$ cat src/common/qfg_pkg.sv
/*
  Package for the quad framer global register bank: offsets, field
  positions, key values, id layout, highway modes and carrier structs.
  Assumes an 8-bit host data bus with a byte address.
*/
package qfg_pkg;

  // ----------------------------------------------------------------------
  // Register offsets
  // ----------------------------------------------------------------------
  localparam logic [7:0] ADDR_MAKER_ID_LOW = 8'h00;
  localparam logic [7:0] ADDR_MAKER_ID_HIGH_PART_LOW = 8'h01;
  localparam logic [7:0] ADDR_PART_NUMBER_MID = 8'h02;
  localparam logic [7:0] ADDR_PART_HIGH_REVISION = 8'h03;
  localparam logic [7:0] ADDR_SCRATCH_NOTEBOOK = 8'h04;
  localparam logic [7:0] ADDR_SOFTWARE_RESET_KEY = 8'h05;
  localparam logic [7:0] ADDR_GLOBAL_CONFIG = 8'h06;

  // ----------------------------------------------------------------------
  // Values
  // ----------------------------------------------------------------------
  localparam logic [7:0] SOFT_RESET_KEY = 8'h91;
  localparam logic [7:0] SOFT_RESET_ACTIVE_READ = 8'h01;
  localparam logic [7:0] SOFT_RESET_IDLE_READ = 8'h00;
  localparam logic [7:0] BYTE_ZERO = 8'h00;
  localparam logic [7:0] CONFIG_RESET = 8'h00;
  localparam logic [7:0] SCRATCH_RESET = 8'h00;
  localparam int NUM_FRAMERS = 4;

  // Identification, arbitrary neutral values
  localparam logic [11:0] MAKER_ID_VALUE = 12'h0a5;
  localparam logic [15:0] PART_NUMBER_VALUE = 16'h1234;
  localparam logic [3:0] REVISION_VALUE = 4'h1;

  // ----------------------------------------------------------------------
  // Types
  // ----------------------------------------------------------------------
  typedef enum logic [2:0] {
    HWY_PLAIN_2M,
    HWY_PLAIN_8M,
    HWY_PLAIN_16M,
    HWY_VENDOR_2M,
    HWY_VENDOR_8M,
    HWY_PCM_16M,
    HWY_INVALID
  } qfg_highway_t;

  // Field layout of the global configuration byte, bit 7 down to bit 0
  typedef struct packed {
    logic global_irq_mask;
    logic rise_enable;
    logic fall_enable;
    logic irq_polarity_invert;
    logic perf_monitor_enable;
    logic highway_vendor_mode;
    logic highway_16m_select;
    logic alarm_hier_enable;
  } qfg_config_t;

  // Host bus request
  typedef struct packed {
    logic cs;
    logic wr;
    logic rd;
    logic [7:0] addr;
    logic [7:0] wdata;
  } qfg_bus_req_t;

endpackage : qfg_pkg

$ cat src/rtl/qfg_global_regs.sv
/*
  Global register bank of a four-channel framer: id, scratch, software
  reset key and global configuration, plus the interrupt pin, latched
  event edge select and one-second shadow strobe.
  Assumes a synchronous 8-bit host bus on clock; read data is registered.
*/
`timescale 1ns/1ps

module qfg_global_regs
  import qfg_pkg::*;
(
  // Clock and reset
  input wire logic clock,
  input wire logic rstn,
  // Host bus
  input wire qfg_bus_req_t bus_req,
  input wire logic bus_style_active_low,
  output logic [7:0] rdata,
  // Strap and pulse pins
  input wire logic highway_strap_pin,
  input wire logic one_second_pulse_in,
  // Per-framer status and control
  input wire logic [NUM_FRAMERS-1:0] status_level,
  input wire logic [NUM_FRAMERS-1:0] event_mask,
  input wire logic [NUM_FRAMERS-1:0] event_clear,
  input wire logic [NUM_FRAMERS-1:0] framer_soft_reset,
  output logic [NUM_FRAMERS-1:0] event_latched,
  output logic [NUM_FRAMERS-1:0] framer_reset_active,
  // Global outputs
  output logic irq_pin,
  output logic shadow_update,
  output logic soft_reset_active,
  output qfg_config_t config_out,
  output qfg_highway_t highway_mode
);

  // ----------------------------------------------------------------------
  // Declarations
  // ----------------------------------------------------------------------
  logic [7:0] scratch_reg;
  logic soft_reset_reg;
  qfg_config_t config_reg;
  logic [NUM_FRAMERS-1:0] status_prev_reg;
  logic [NUM_FRAMERS-1:0] event_reg;
  logic pulse_sync;
  logic pulse_prev_reg;
  logic shadow_reg;
  logic [7:0] rdata_next;
  logic wr_en;
  logic rd_en;
  logic irq_active;
  logic [NUM_FRAMERS-1:0] edge_hit;

  assign wr_en = bus_req.cs & bus_req.wr;
  assign rd_en = bus_req.cs & bus_req.rd;

  // ----------------------------------------------------------------------
  // Scratch byte
  // ----------------------------------------------------------------------
  always_ff @(posedge clock or negedge rstn) begin
    if (!rstn) begin
      scratch_reg <= SCRATCH_RESET;
    end else if (wr_en && bus_req.addr == ADDR_SCRATCH_NOTEBOOK) begin
      scratch_reg <= bus_req.wdata;
    end
  end

  // ----------------------------------------------------------------------
  // Software reset key
  // ----------------------------------------------------------------------
  always_ff @(posedge clock or negedge rstn) begin
    if (!rstn) begin
      soft_reset_reg <= 1'b0;
    end else if (wr_en && bus_req.addr == ADDR_SOFTWARE_RESET_KEY) begin
      soft_reset_reg <= (bus_req.wdata == SOFT_RESET_KEY);
    end
  end

  assign soft_reset_active = soft_reset_reg;

  // ----------------------------------------------------------------------
  // Global configuration; untouched by software reset
  // ----------------------------------------------------------------------
  always_ff @(posedge clock or negedge rstn) begin
    if (!rstn) begin
      config_reg <= CONFIG_RESET;
    end else if (wr_en && bus_req.addr == ADDR_GLOBAL_CONFIG) begin
      config_reg <= bus_req.wdata;
    end
  end

  assign config_out = config_reg;

  // Per-framer reset combines global and local control
  assign framer_reset_active = framer_soft_reset |
    {NUM_FRAMERS{soft_reset_reg}};

  // ----------------------------------------------------------------------
  // Latched status events
  // ----------------------------------------------------------------------
  genvar gi;
  generate
    for (gi = 0; gi < NUM_FRAMERS; gi++) begin : g_evt
      // Edge choice per framer from the two select bits
      assign edge_hit[gi] =
        (config_reg.rise_enable & status_level[gi] &
         ~status_prev_reg[gi]) |
        (config_reg.fall_enable & ~status_level[gi] &
         status_prev_reg[gi]);

      always_ff @(posedge clock or negedge rstn) begin
        if (!rstn) begin
          status_prev_reg[gi] <= 1'b0;
          event_reg[gi] <= 1'b0;
        end else if (framer_reset_active[gi]) begin
          // Latched state cleared, edge memory follows the input
          status_prev_reg[gi] <= status_level[gi];
          event_reg[gi] <= 1'b0;
        end else begin
          status_prev_reg[gi] <= status_level[gi];
          // Set wins over a clear in the same cycle
          if (edge_hit[gi]) begin
            event_reg[gi] <= 1'b1;
          end else if (event_clear[gi]) begin
            event_reg[gi] <= 1'b0;
          end
        end
      end
    end
  endgenerate

  assign event_latched = event_reg;

  // ----------------------------------------------------------------------
  // Interrupt pin
  // ----------------------------------------------------------------------
  assign irq_active = ~config_reg.global_irq_mask &
    (|(event_reg & ~event_mask));

  // Native level: high for style 0, low for style 1; bit 4 flips it
  always_ff @(posedge clock or negedge rstn) begin
    if (!rstn) begin
      irq_pin <= 1'b0;
    end else begin
      irq_pin <= irq_active ^ bus_style_active_low ^
        config_reg.irq_polarity_invert;
    end
  end

  // ----------------------------------------------------------------------
  // One-second shadow strobe
  // ----------------------------------------------------------------------
  qfg_sync u_pulse_sync (
    .clock(clock),
    .rstn(rstn),
    .async_in(one_second_pulse_in),
    .sync_out(pulse_sync)
  );

  always_ff @(posedge clock or negedge rstn) begin
    if (!rstn) begin
      pulse_prev_reg <= 1'b0;
    end else begin
      pulse_prev_reg <= pulse_sync;
    end
  end

  // Held off during software reset so shadows stay cleared
  always_ff @(posedge clock or negedge rstn) begin
    if (!rstn) begin
      shadow_reg <= 1'b0;
    end else begin
      shadow_reg <= config_reg.perf_monitor_enable & ~soft_reset_reg &
        pulse_sync & ~pulse_prev_reg;
    end
  end

  assign shadow_update = shadow_reg;

  // ----------------------------------------------------------------------
  // Highway mode decode
  // ----------------------------------------------------------------------
  always_comb begin
    case ({highway_strap_pin, config_reg.highway_vendor_mode,
           config_reg.highway_16m_select})
      3'b000: highway_mode = HWY_PLAIN_2M;
      3'b010: highway_mode = HWY_PLAIN_8M;
      3'b001: highway_mode = HWY_PLAIN_16M;
      3'b100: highway_mode = HWY_VENDOR_2M;
      3'b110: highway_mode = HWY_VENDOR_8M;
      3'b101: highway_mode = HWY_PCM_16M;
      default: highway_mode = HWY_INVALID;
    endcase
  end

  // ----------------------------------------------------------------------
  // Read mux, registered
  // ----------------------------------------------------------------------
  always_comb begin
    case (bus_req.addr)
      ADDR_MAKER_ID_LOW:
        rdata_next = MAKER_ID_VALUE[7:0];
      ADDR_MAKER_ID_HIGH_PART_LOW:
        rdata_next = {PART_NUMBER_VALUE[3:0],
                      MAKER_ID_VALUE[11:8]};
      ADDR_PART_NUMBER_MID:
        rdata_next = PART_NUMBER_VALUE[11:4];
      ADDR_PART_HIGH_REVISION:
        rdata_next = {REVISION_VALUE,
                      PART_NUMBER_VALUE[15:12]};
      ADDR_SCRATCH_NOTEBOOK:
        rdata_next = scratch_reg;
      ADDR_SOFTWARE_RESET_KEY:
        rdata_next = soft_reset_reg ? SOFT_RESET_ACTIVE_READ :
                     SOFT_RESET_IDLE_READ;
      ADDR_GLOBAL_CONFIG:
        rdata_next = config_reg;
      default:
        rdata_next = BYTE_ZERO;
    endcase
  end

  always_ff @(posedge clock or negedge rstn) begin
    if (!rstn) begin
      rdata <= BYTE_ZERO;
    end else if (rd_en) begin
      rdata <= rdata_next;
    end
  end

  // ----------------------------------------------------------------------
  // Checks
  // ----------------------------------------------------------------------
  chk_key_enters_reset: assert property (
    @(posedge clock) disable iff (!rstn)
    (wr_en && bus_req.addr == ADDR_SOFTWARE_RESET_KEY &&
     bus_req.wdata == SOFT_RESET_KEY) |=> soft_reset_active)
    else $error("Key write did not enter software reset");

  chk_other_releases: assert property (
    @(posedge clock) disable iff (!rstn)
    (wr_en && bus_req.addr == ADDR_SOFTWARE_RESET_KEY &&
     bus_req.wdata != SOFT_RESET_KEY) |=> !soft_reset_active)
    else $error("Non-key write did not release software reset");

  chk_reset_readback: assert property (
    @(posedge clock) disable iff (!rstn)
    (rd_en && bus_req.addr == ADDR_SOFTWARE_RESET_KEY) |=>
      (rdata == {7'h00, $past(soft_reset_active)}))
    else $error("Reset register read value wrong");

  // Host leaves one idle cycle between requests
  chk_scratch_holds: assert property (
    @(posedge clock) disable iff (!rstn)
    (wr_en && bus_req.addr == ADDR_SCRATCH_NOTEBOOK) ##1 !wr_en ##1
      (rd_en && bus_req.addr == ADDR_SCRATCH_NOTEBOOK &&
       !(wr_en)) |=> (rdata == $past(bus_req.wdata, 3)))
    else $error("Scratch readback mismatch");

  chk_mask_holds_irq: assert property (
    @(posedge clock) disable iff (!rstn)
    config_reg.global_irq_mask |=>
      (irq_pin == ($past(bus_style_active_low) ^
                   $past(config_reg.irq_polarity_invert))))
    else $error("Interrupt not held inactive while masked");

  chk_event_fires_irq: assert property (
    @(posedge clock) disable iff (!rstn)
    (!config_reg.global_irq_mask && |(event_reg & ~event_mask)) |=>
      (irq_pin != ($past(bus_style_active_low) ^
                   $past(config_reg.irq_polarity_invert))))
    else $error("Unmasked event did not assert interrupt");

  chk_set_beats_clear: assert property (
    @(posedge clock) disable iff (!rstn)
    (edge_hit[0] && event_clear[0] && !framer_reset_active[0]) |=>
      event_latched[0])
    else $error("Clear in same cycle overrode a new event");

  chk_rise_latch: assert property (
    @(posedge clock) disable iff (!rstn)
    (config_reg.rise_enable && status_level[0] && !status_prev_reg[0]
     && !framer_reset_active[0]) |=> event_latched[0])
    else $error("Rising edge not latched");

  chk_no_edge_none: assert property (
    @(posedge clock) disable iff (!rstn)
    (!config_reg.rise_enable && !config_reg.fall_enable &&
     !event_latched[0]) |=> !event_latched[0])
    else $error("Event latched with both edge selects clear");

  chk_shadow_gate: assert property (
    @(posedge clock) disable iff (!rstn)
    shadow_update |-> $past(config_reg.perf_monitor_enable))
    else $error("Shadow update while monitoring disabled");

endmodule : qfg_global_regs

$ cat src/rtl/qfg_sync.sv
/*
  Three flip-flop input synchroniser with agreement filter.
  Assumes the input is asynchronous to clock.
*/
`timescale 1ns/1ps
module qfg_sync (
  // Clock and reset
  input wire logic clock,
  input wire logic rstn,
  // Data
  input wire logic async_in,
  output logic sync_out
);

  logic s1_reg;
  logic s2_reg;
  logic s3_reg;

  // ----------------------------------------------------------------------
  // Chain; first stage feeds only the second
  // ----------------------------------------------------------------------
  always_ff @(posedge clock or negedge rstn) begin
    if (!rstn) begin
      s1_reg <= 1'b0;
      s2_reg <= 1'b0;
      s3_reg <= 1'b0;
    end else begin
      s1_reg <= async_in;
      s2_reg <= s1_reg;
      s3_reg <= s2_reg;
    end
  end

  // Change taken only when stages two and three agree
  always_ff @(posedge clock or negedge rstn) begin
    if (!rstn) begin
      sync_out <= 1'b0;
    end else if (s2_reg == s3_reg) begin
      sync_out <= s3_reg;
    end
  end

endmodule : qfg_sync

$ cat config.mk
export PLATFORM = sky130hd
export DESIGN_NAME = qfg_global_regs
export DESIGN_NICKNAME = d
export VERILOG_FILES = /design/src/common/qfg_pkg.sv /design/src/rtl/qfg_global_regs.sv /design/src/rtl/qfg_sync.sv
export SDC_FILE = /design/constraint.sdc
export NUM_CORES = 1
export LEC_CHECK = 0
export BUFFER_PORTS_ARGS = -buffer_cell sky130_fd_sc_hd__buf_2
export CAP_MARGIN = 20
export CORE_ASPECT_RATIO = 1.5
export CORE_MARGIN = 1.5
export CORE_UTILIZATION = 48
export DETAILED_ROUTE_END_ITERATION = 12
export PLACE_DENSITY = 0.89
export SKIP_CTS_REPAIR_TIMING = 1
export SKIP_LAST_GASP = 1
export SYNTH_ARGS = -nofsm -noshare
export SYNTH_HDL_FRONTEND = slang
export SYNTH_SLANG_ARGS = --single-unit
$ cat constraint.sdc
create_clock -name clock -period 1.55 [get_ports clock]
set_clock_uncertainty 0.2 [all_clocks]
set_input_delay 0.155 -clock clock [delete_from_list [all_inputs] [get_ports clock]]
set_output_delay 0.155 -clock clock [all_outputs]
set_load 0.01 [all_outputs]
## Word level (Yosys, flattened, before mapping)

Index checks and enable logic that the tools add are counted.
Widths: inputs -> output; s select.

| storage, ports and cells | value |
|---|---|
| output and inout port bits | 30 |
| input port bits | 40 |
| register bits after elaboration | 40 |
| word-level logic and storage cells | 106 |

| operators by class | value |
|---|---|
| equal/unequal tests | 13 |
| muxes and demuxes | 15 |
| reductions and logical operators | 10 |
| bitwise logic cells | 42 |

Operators by type and width:

| operator | count |
|---|---|
| $pmux 8 s7 | 1 |
| $eq 8x3->1 const B | 3 |
| $and 1x1->1 | 22 |
| $pmux 3 s6 | 1 |
| $eq 8x2->1 const B | 2 |
| $mux 1 | 13 |
| $reduce_bool 3->1 | 4 |
| $not 1->1 | 11 |
| $eq 3x3->1 const B | 3 |
| $eq 8x1->1 const B | 1 |
| $eq 8x8->1 const B | 1 |
| $logic_not 8->1 | 1 |
| $and 4x4->4 | 1 |
| $not 4->4 | 1 |
| $or 1x1->1 | 4 |
| $or 4x4->4 | 1 |
| $reduce_or 4->1 | 1 |
| $eq 3x1->1 const B | 1 |
| $eq 3x2->1 const B | 1 |
| $logic_and 1x1->1 | 3 |
| $logic_not 3->1 | 1 |
| $xor 1x1->1 | 2 |
| $eq 1x1->1 | 1 |

## Longest topological paths before layout

| logic depth | value |
|---|---|
| depth after elaboration | 6 |
| gate-level depth with buffers | 5 |
| mapped depth without buffers | 4 |

## Modules after synthesis

A second synthesis with hierarchy kept.

| second synthesis, totals | value |
|---|---|
| cells, all modules | 151 |
| area, all modules | 1785.5 um^2 |

By module, submodules not included:

| module | seq. area each (um^2) | cells an instance | times used | area each (um^2) |
|---|---|---|---|---|
| qfg_global_regs | 900.9 | 146 | 1 | 1674.1 |
| qfg_sync | 100.1 | 5 | 1 | 111.4 |

## Least setup slack after synthesis

Ideal clock, no wire load.

| path | value |
|---|---|
| path type | input to register |
| start point | in bus_req[8] (netlist bit) |
| end point | reg config_reg, in the netlist config_out[0] |
| path slack | -0.102 ns |
| stages on the path | 4 |
| library setup time | 0.125 ns |
| data required time | 1.225 ns |
| data arrival time | 1.328 ns |
| cell sequence | nor4_2 nand2_2 nor3_4 mux2_2 |

| between the ends | value |
|---|---|
| word-level cells in the longest chain between the ends | 2 |

RTL lines:

| what | RTL line | text |
|---|---|---|
| start, declared | qfg_global_regs.sv:16 | `input wire qfg_bus_req_t bus_req,` |
| $eq 8x3->1 | qfg_global_regs.sv:87 | `end else if (wr_en && bus_req.addr == ADDR_GLOBAL_CONFIG) begin` |
| $logic_and 1x1->1 | qfg_global_regs.sv:87 |  |
| end signal, assigned | qfg_global_regs.sv:88 | `config_reg <= bus_req.wdata;` |
| end, declared | qfg_global_regs.sv:42 | `qfg_config_t config_reg;` |

Every way passes these cells.
A chain may end at the register's enable or synchronous reset.

## Worst setup path in the final report

| path | value |
|---|---|
| start point | in framer_soft_reset[0] |
| end point | out framer_reset_active[0] |

| between the ends | value |
|---|---|
| word-level cells in the longest chain between the ends | 1 |

RTL lines:

| what | RTL line | text |
|---|---|---|
| start, declared | qfg_global_regs.sv:26 | `input wire logic [NUM_FRAMERS-1:0] framer_soft_reset,` |
| $or 4x4->4 | qfg_global_regs.sv:95 | `assign framer_reset_active = framer_soft_reset \|` |
| end, declared | qfg_global_regs.sv:28 | `output logic [NUM_FRAMERS-1:0] framer_reset_active,` |

Every way passes these cells.

==> Flow_metrics.wiki <==
{| class="wikitable"
! Metric !! Value
|-
| Average cell area after synthesis || 12.1 um^2
|-
| Number of unique standard cell types used by synthesis || 33
|-
| Worst hold path type || primary input to register
|-
| Met1 Track Usage GR || 24.8%
|-
| Tcrit/Tclk final || 99.5%
|-
| Min Hold Slack || -0.0797 ns
|-
| Count of state elements after synthesis || 40
|-
| Vias after detailed routing || 1,595
|-
| Number of levels the H-tree was split into || 2
|-
| Number of global-route vias before repair || 1,423
|-
| Average routed wire per standard cell || 15.6 um
|-
| Worst max-slew margin expressed relative to the limit || 77.7%
|-
| Die extent in x || 52.6 um
|-
| Vias per inst || 5.33
|-
| Global-route wire length before repair || 6510 um
|-
| Core box area || 0.00348 mm^2
|-
| CTS tree || done
|-
| Worst path required time || 1.19 ns
|-
| Fraction of registers with async set/reset || 100%
|-
| Category of the critical setup timing path || primary input to output pin
|-
| Largest net degree at the start of global routing || 41
|-
| CTS buffer count || 5
|-
| Area of the mapped netlist || 0.00177 mm^2
|-
| Post-detail-place hpwl || 3100 um
|-
| # setup viols final || 0
|-
| Pwr dens || 848 mW/mm^2
|-
| Die Y || 77.5 um
|-
| Top-count cell post-synth || dfrtp_1
|-
| Overall power || 2.28 mW
|-
| Count of flip-flops with a built-in enable after synthesis || 0
|-
| Number of nets with antenna violations after detailed routing || 0
|-
| Worst skew pair latency || 0.29 ns
|-
| Count of synthesis-stage warnings from yosys || 0
|-
| Share of the synthesized area in the top cell type || 56.4%
|-
| Leading cell types by total area after synthesis || dfrtp_1 56%, mux2_2 8.9%, nand2b_1 3.5%
|-
| Sequential area share after synthesis || 56.4%
|-
| Initial antenna violation count || 0
|-
| Synthesized instance count || 147
|-
| I/O Pins || 70
|-
| Leading post-synthesis cells by instance count || 40 x dfrtp_1, 14 x mux2_2, 13 x nand2_1
|-
| Gr busiest metal || met2
|-
| Library cell with the largest summed area after synthesis || dfrtp_1
|-
| Number of DRC violations after detailed-routing iteration 0 || 35
|-
| Worst IR drop on VDD || 0.000795 V
|-
| Number of input and output port buffers inserted || 69
|-
| Buffer levels on the longest clock path || 2
|-
| Syn-to-layout area delta || 51.5%
|-
| Worst path buffer plus inverter count || 3
|-
| Number of optimization iterations in the first detailed-route pass || 5
|-
| Final-report max-slew violation count || 0
|-
| Cell Chain, Critical Path || dlygate4sd3_1 -> buf_2 -> or2_4 -> buf_6
|-
| Max_cap viols || 0
|-
| Summed negative setup slack over all endpoints || 0 ns
|-
| CP max FO || 2
|-
| CTS sink cnt || 40
|-
| Final min period || 1.54 ns
|-
| Cell at the slowest stage of the critical path || dlygate4sd3_1
|-
| Final nets || 295
|-
| Floorplan die area || 0.00408 mm^2
|-
| Type of destination of the critical path || output pin
|-
| Largest delay share family, worst path || buffers and inverters
|-
| Final global-route overflow total || 0
|-
| Arrival time reported for the critical path endpoint || 1.19 ns
|-
| Residual DRC count || 0
|-
| Met3 track demand over resource || 4.42%
|-
| Fmax || 648 MHz
|-
| Violations in the final reports || hold timing
|-
| Most used flip-flop cell after synthesis || dfrtp_1
|-
| Initial core utilization || 51.0%
|-
| Clock Tree Root || clkbuf_8
|-
| Startpoint type of the worst setup path || primary input
|-
| Placer congestion estimate || 0.857
|-
| Post-CTS clock slew at the launch and capture registers of the worst setup and hold paths || 0.07 ns
|-
| Run status || finished with violations
|-
| Total leakage power || 1.37 nW
|-
| Pin slew with the least headroom to its limit || 0.330 ns
|-
| Final-report hold violation count || 2
|-
| Routed wire length || 4670 um
|-
| GRT Resource Usage Total || 21.5%
|-
| Slowest Stage Delay on Critical Path || 0.53 ns
|-
| Row Count || 26
|-
| GRT met2 Usage || 36.6%
|-
| Share of layout cells above drive strength 1 || 46.1%
|-
| Unrepaired setup endpoints after global routing || yes
|-
| Synth Net Count || 187
|}
==> report_power, final <==
group	switching (mW)	internal, mW	total (mW)
clock network	0.342	0.568	0.910
logic	0.123	0.152	0.275
registers	0.0214	1.07	1.09
==> per-layer routing <==
| metal | up-vias | routed length (um) |
|---|---|---|
| met5 | - | 0 |
| met4 | 0 | 102 |
| met3 | 14 | 211 |
| met2 | 60 | 2560 |
| met1 | 771 | 1790 |
| li1 | 750 | - |
==> cell families after synthesis <==
group                    synth area share (%)
multiplexers                             13.0
adder cells (fa/ha/maj)                  1.13
buffers and inverters                    1.27
XOR/XNOR                                 1.48
flip-flops                               56.4
AO/OA/AOI/OAI                            9.24
AND/OR/NAND/NOR                          17.4
==> worst register-to-register path, delay by kind of cell, from the launching register on <==
kind,cells,cell delay [ns]
compound gates,2,0.31
flops,1,0.48
mux,1,0.22
==> worst paths after layout <==
check / startpoint / depth (start not counted) / endpoint / slack (ns)
max: framer_soft_reset[0] / 4 / framer_reset_active[0] / 0.007
min: framer_soft_reset[3] / 3 / event_latched[3] / -0.08
max reg2reg: config_out[6] / 3 / rdata[6] / 0.23
min reg2reg: u_pulse_sync.s1_reg / 0 / u_pulse_sync.s2_reg / 0.16
max in group asynchronous: rstn / 3 / config_out[2] / 0.78
min in group asynchronous: rstn / 3 / event_latched[1] / 0.16
==> through the flow <==
step / cell area (um^2) / cells / util, % / setup WS, ns
floorplan: 1780 / 147 / - / 0.00983
global placement: 2280 / 267 / 65.5 / -0.0976
detailed placement: 2280 / 267 / 65.5 / -0.155
CTS: 2410 / 275 / 69.2 / -0.106
global route: 2690 / 298 / 77.1 / -0.0162
finish: 2690 / 299 / 77.2 / 0.00716
==> layout make-up <==
| cell class | count | area [um^2] |
|---|---|---|
| inverters | 4 | 15.0 |
| multi-input cells | 101 | 786 |
| flip-flops and latches | 40 | 1000 |
| diodes | 1 | 2.50 |
| repair buffers | 103 | 701 |
| clock buffers | 7 | 96.3 |
| well taps | 42 | 52.6 |
| clock inverters | 1 | 30.0 |
| fillers | 208 | 793 |
==> placed cells by master (no fill, tap or decap), types with 5 or more instances in the layout <==
| master | instances |
|---|---|
| buf_2 | 65 |
| dfrtp_1 | 37 |
| dlygate4sd3_1 | 20 |
| mux2_2 | 14 |
| nand2_1 | 13 |
| buf_4 | 12 |
| nand2b_1 | 9 |
| nand3b_1 | 8 |
| clkbuf_8 | 7 |
| a31oi_1 | 5 |
| nor2_1 | 5 |
No activity file was read; power rests on OpenSTA's default activity.
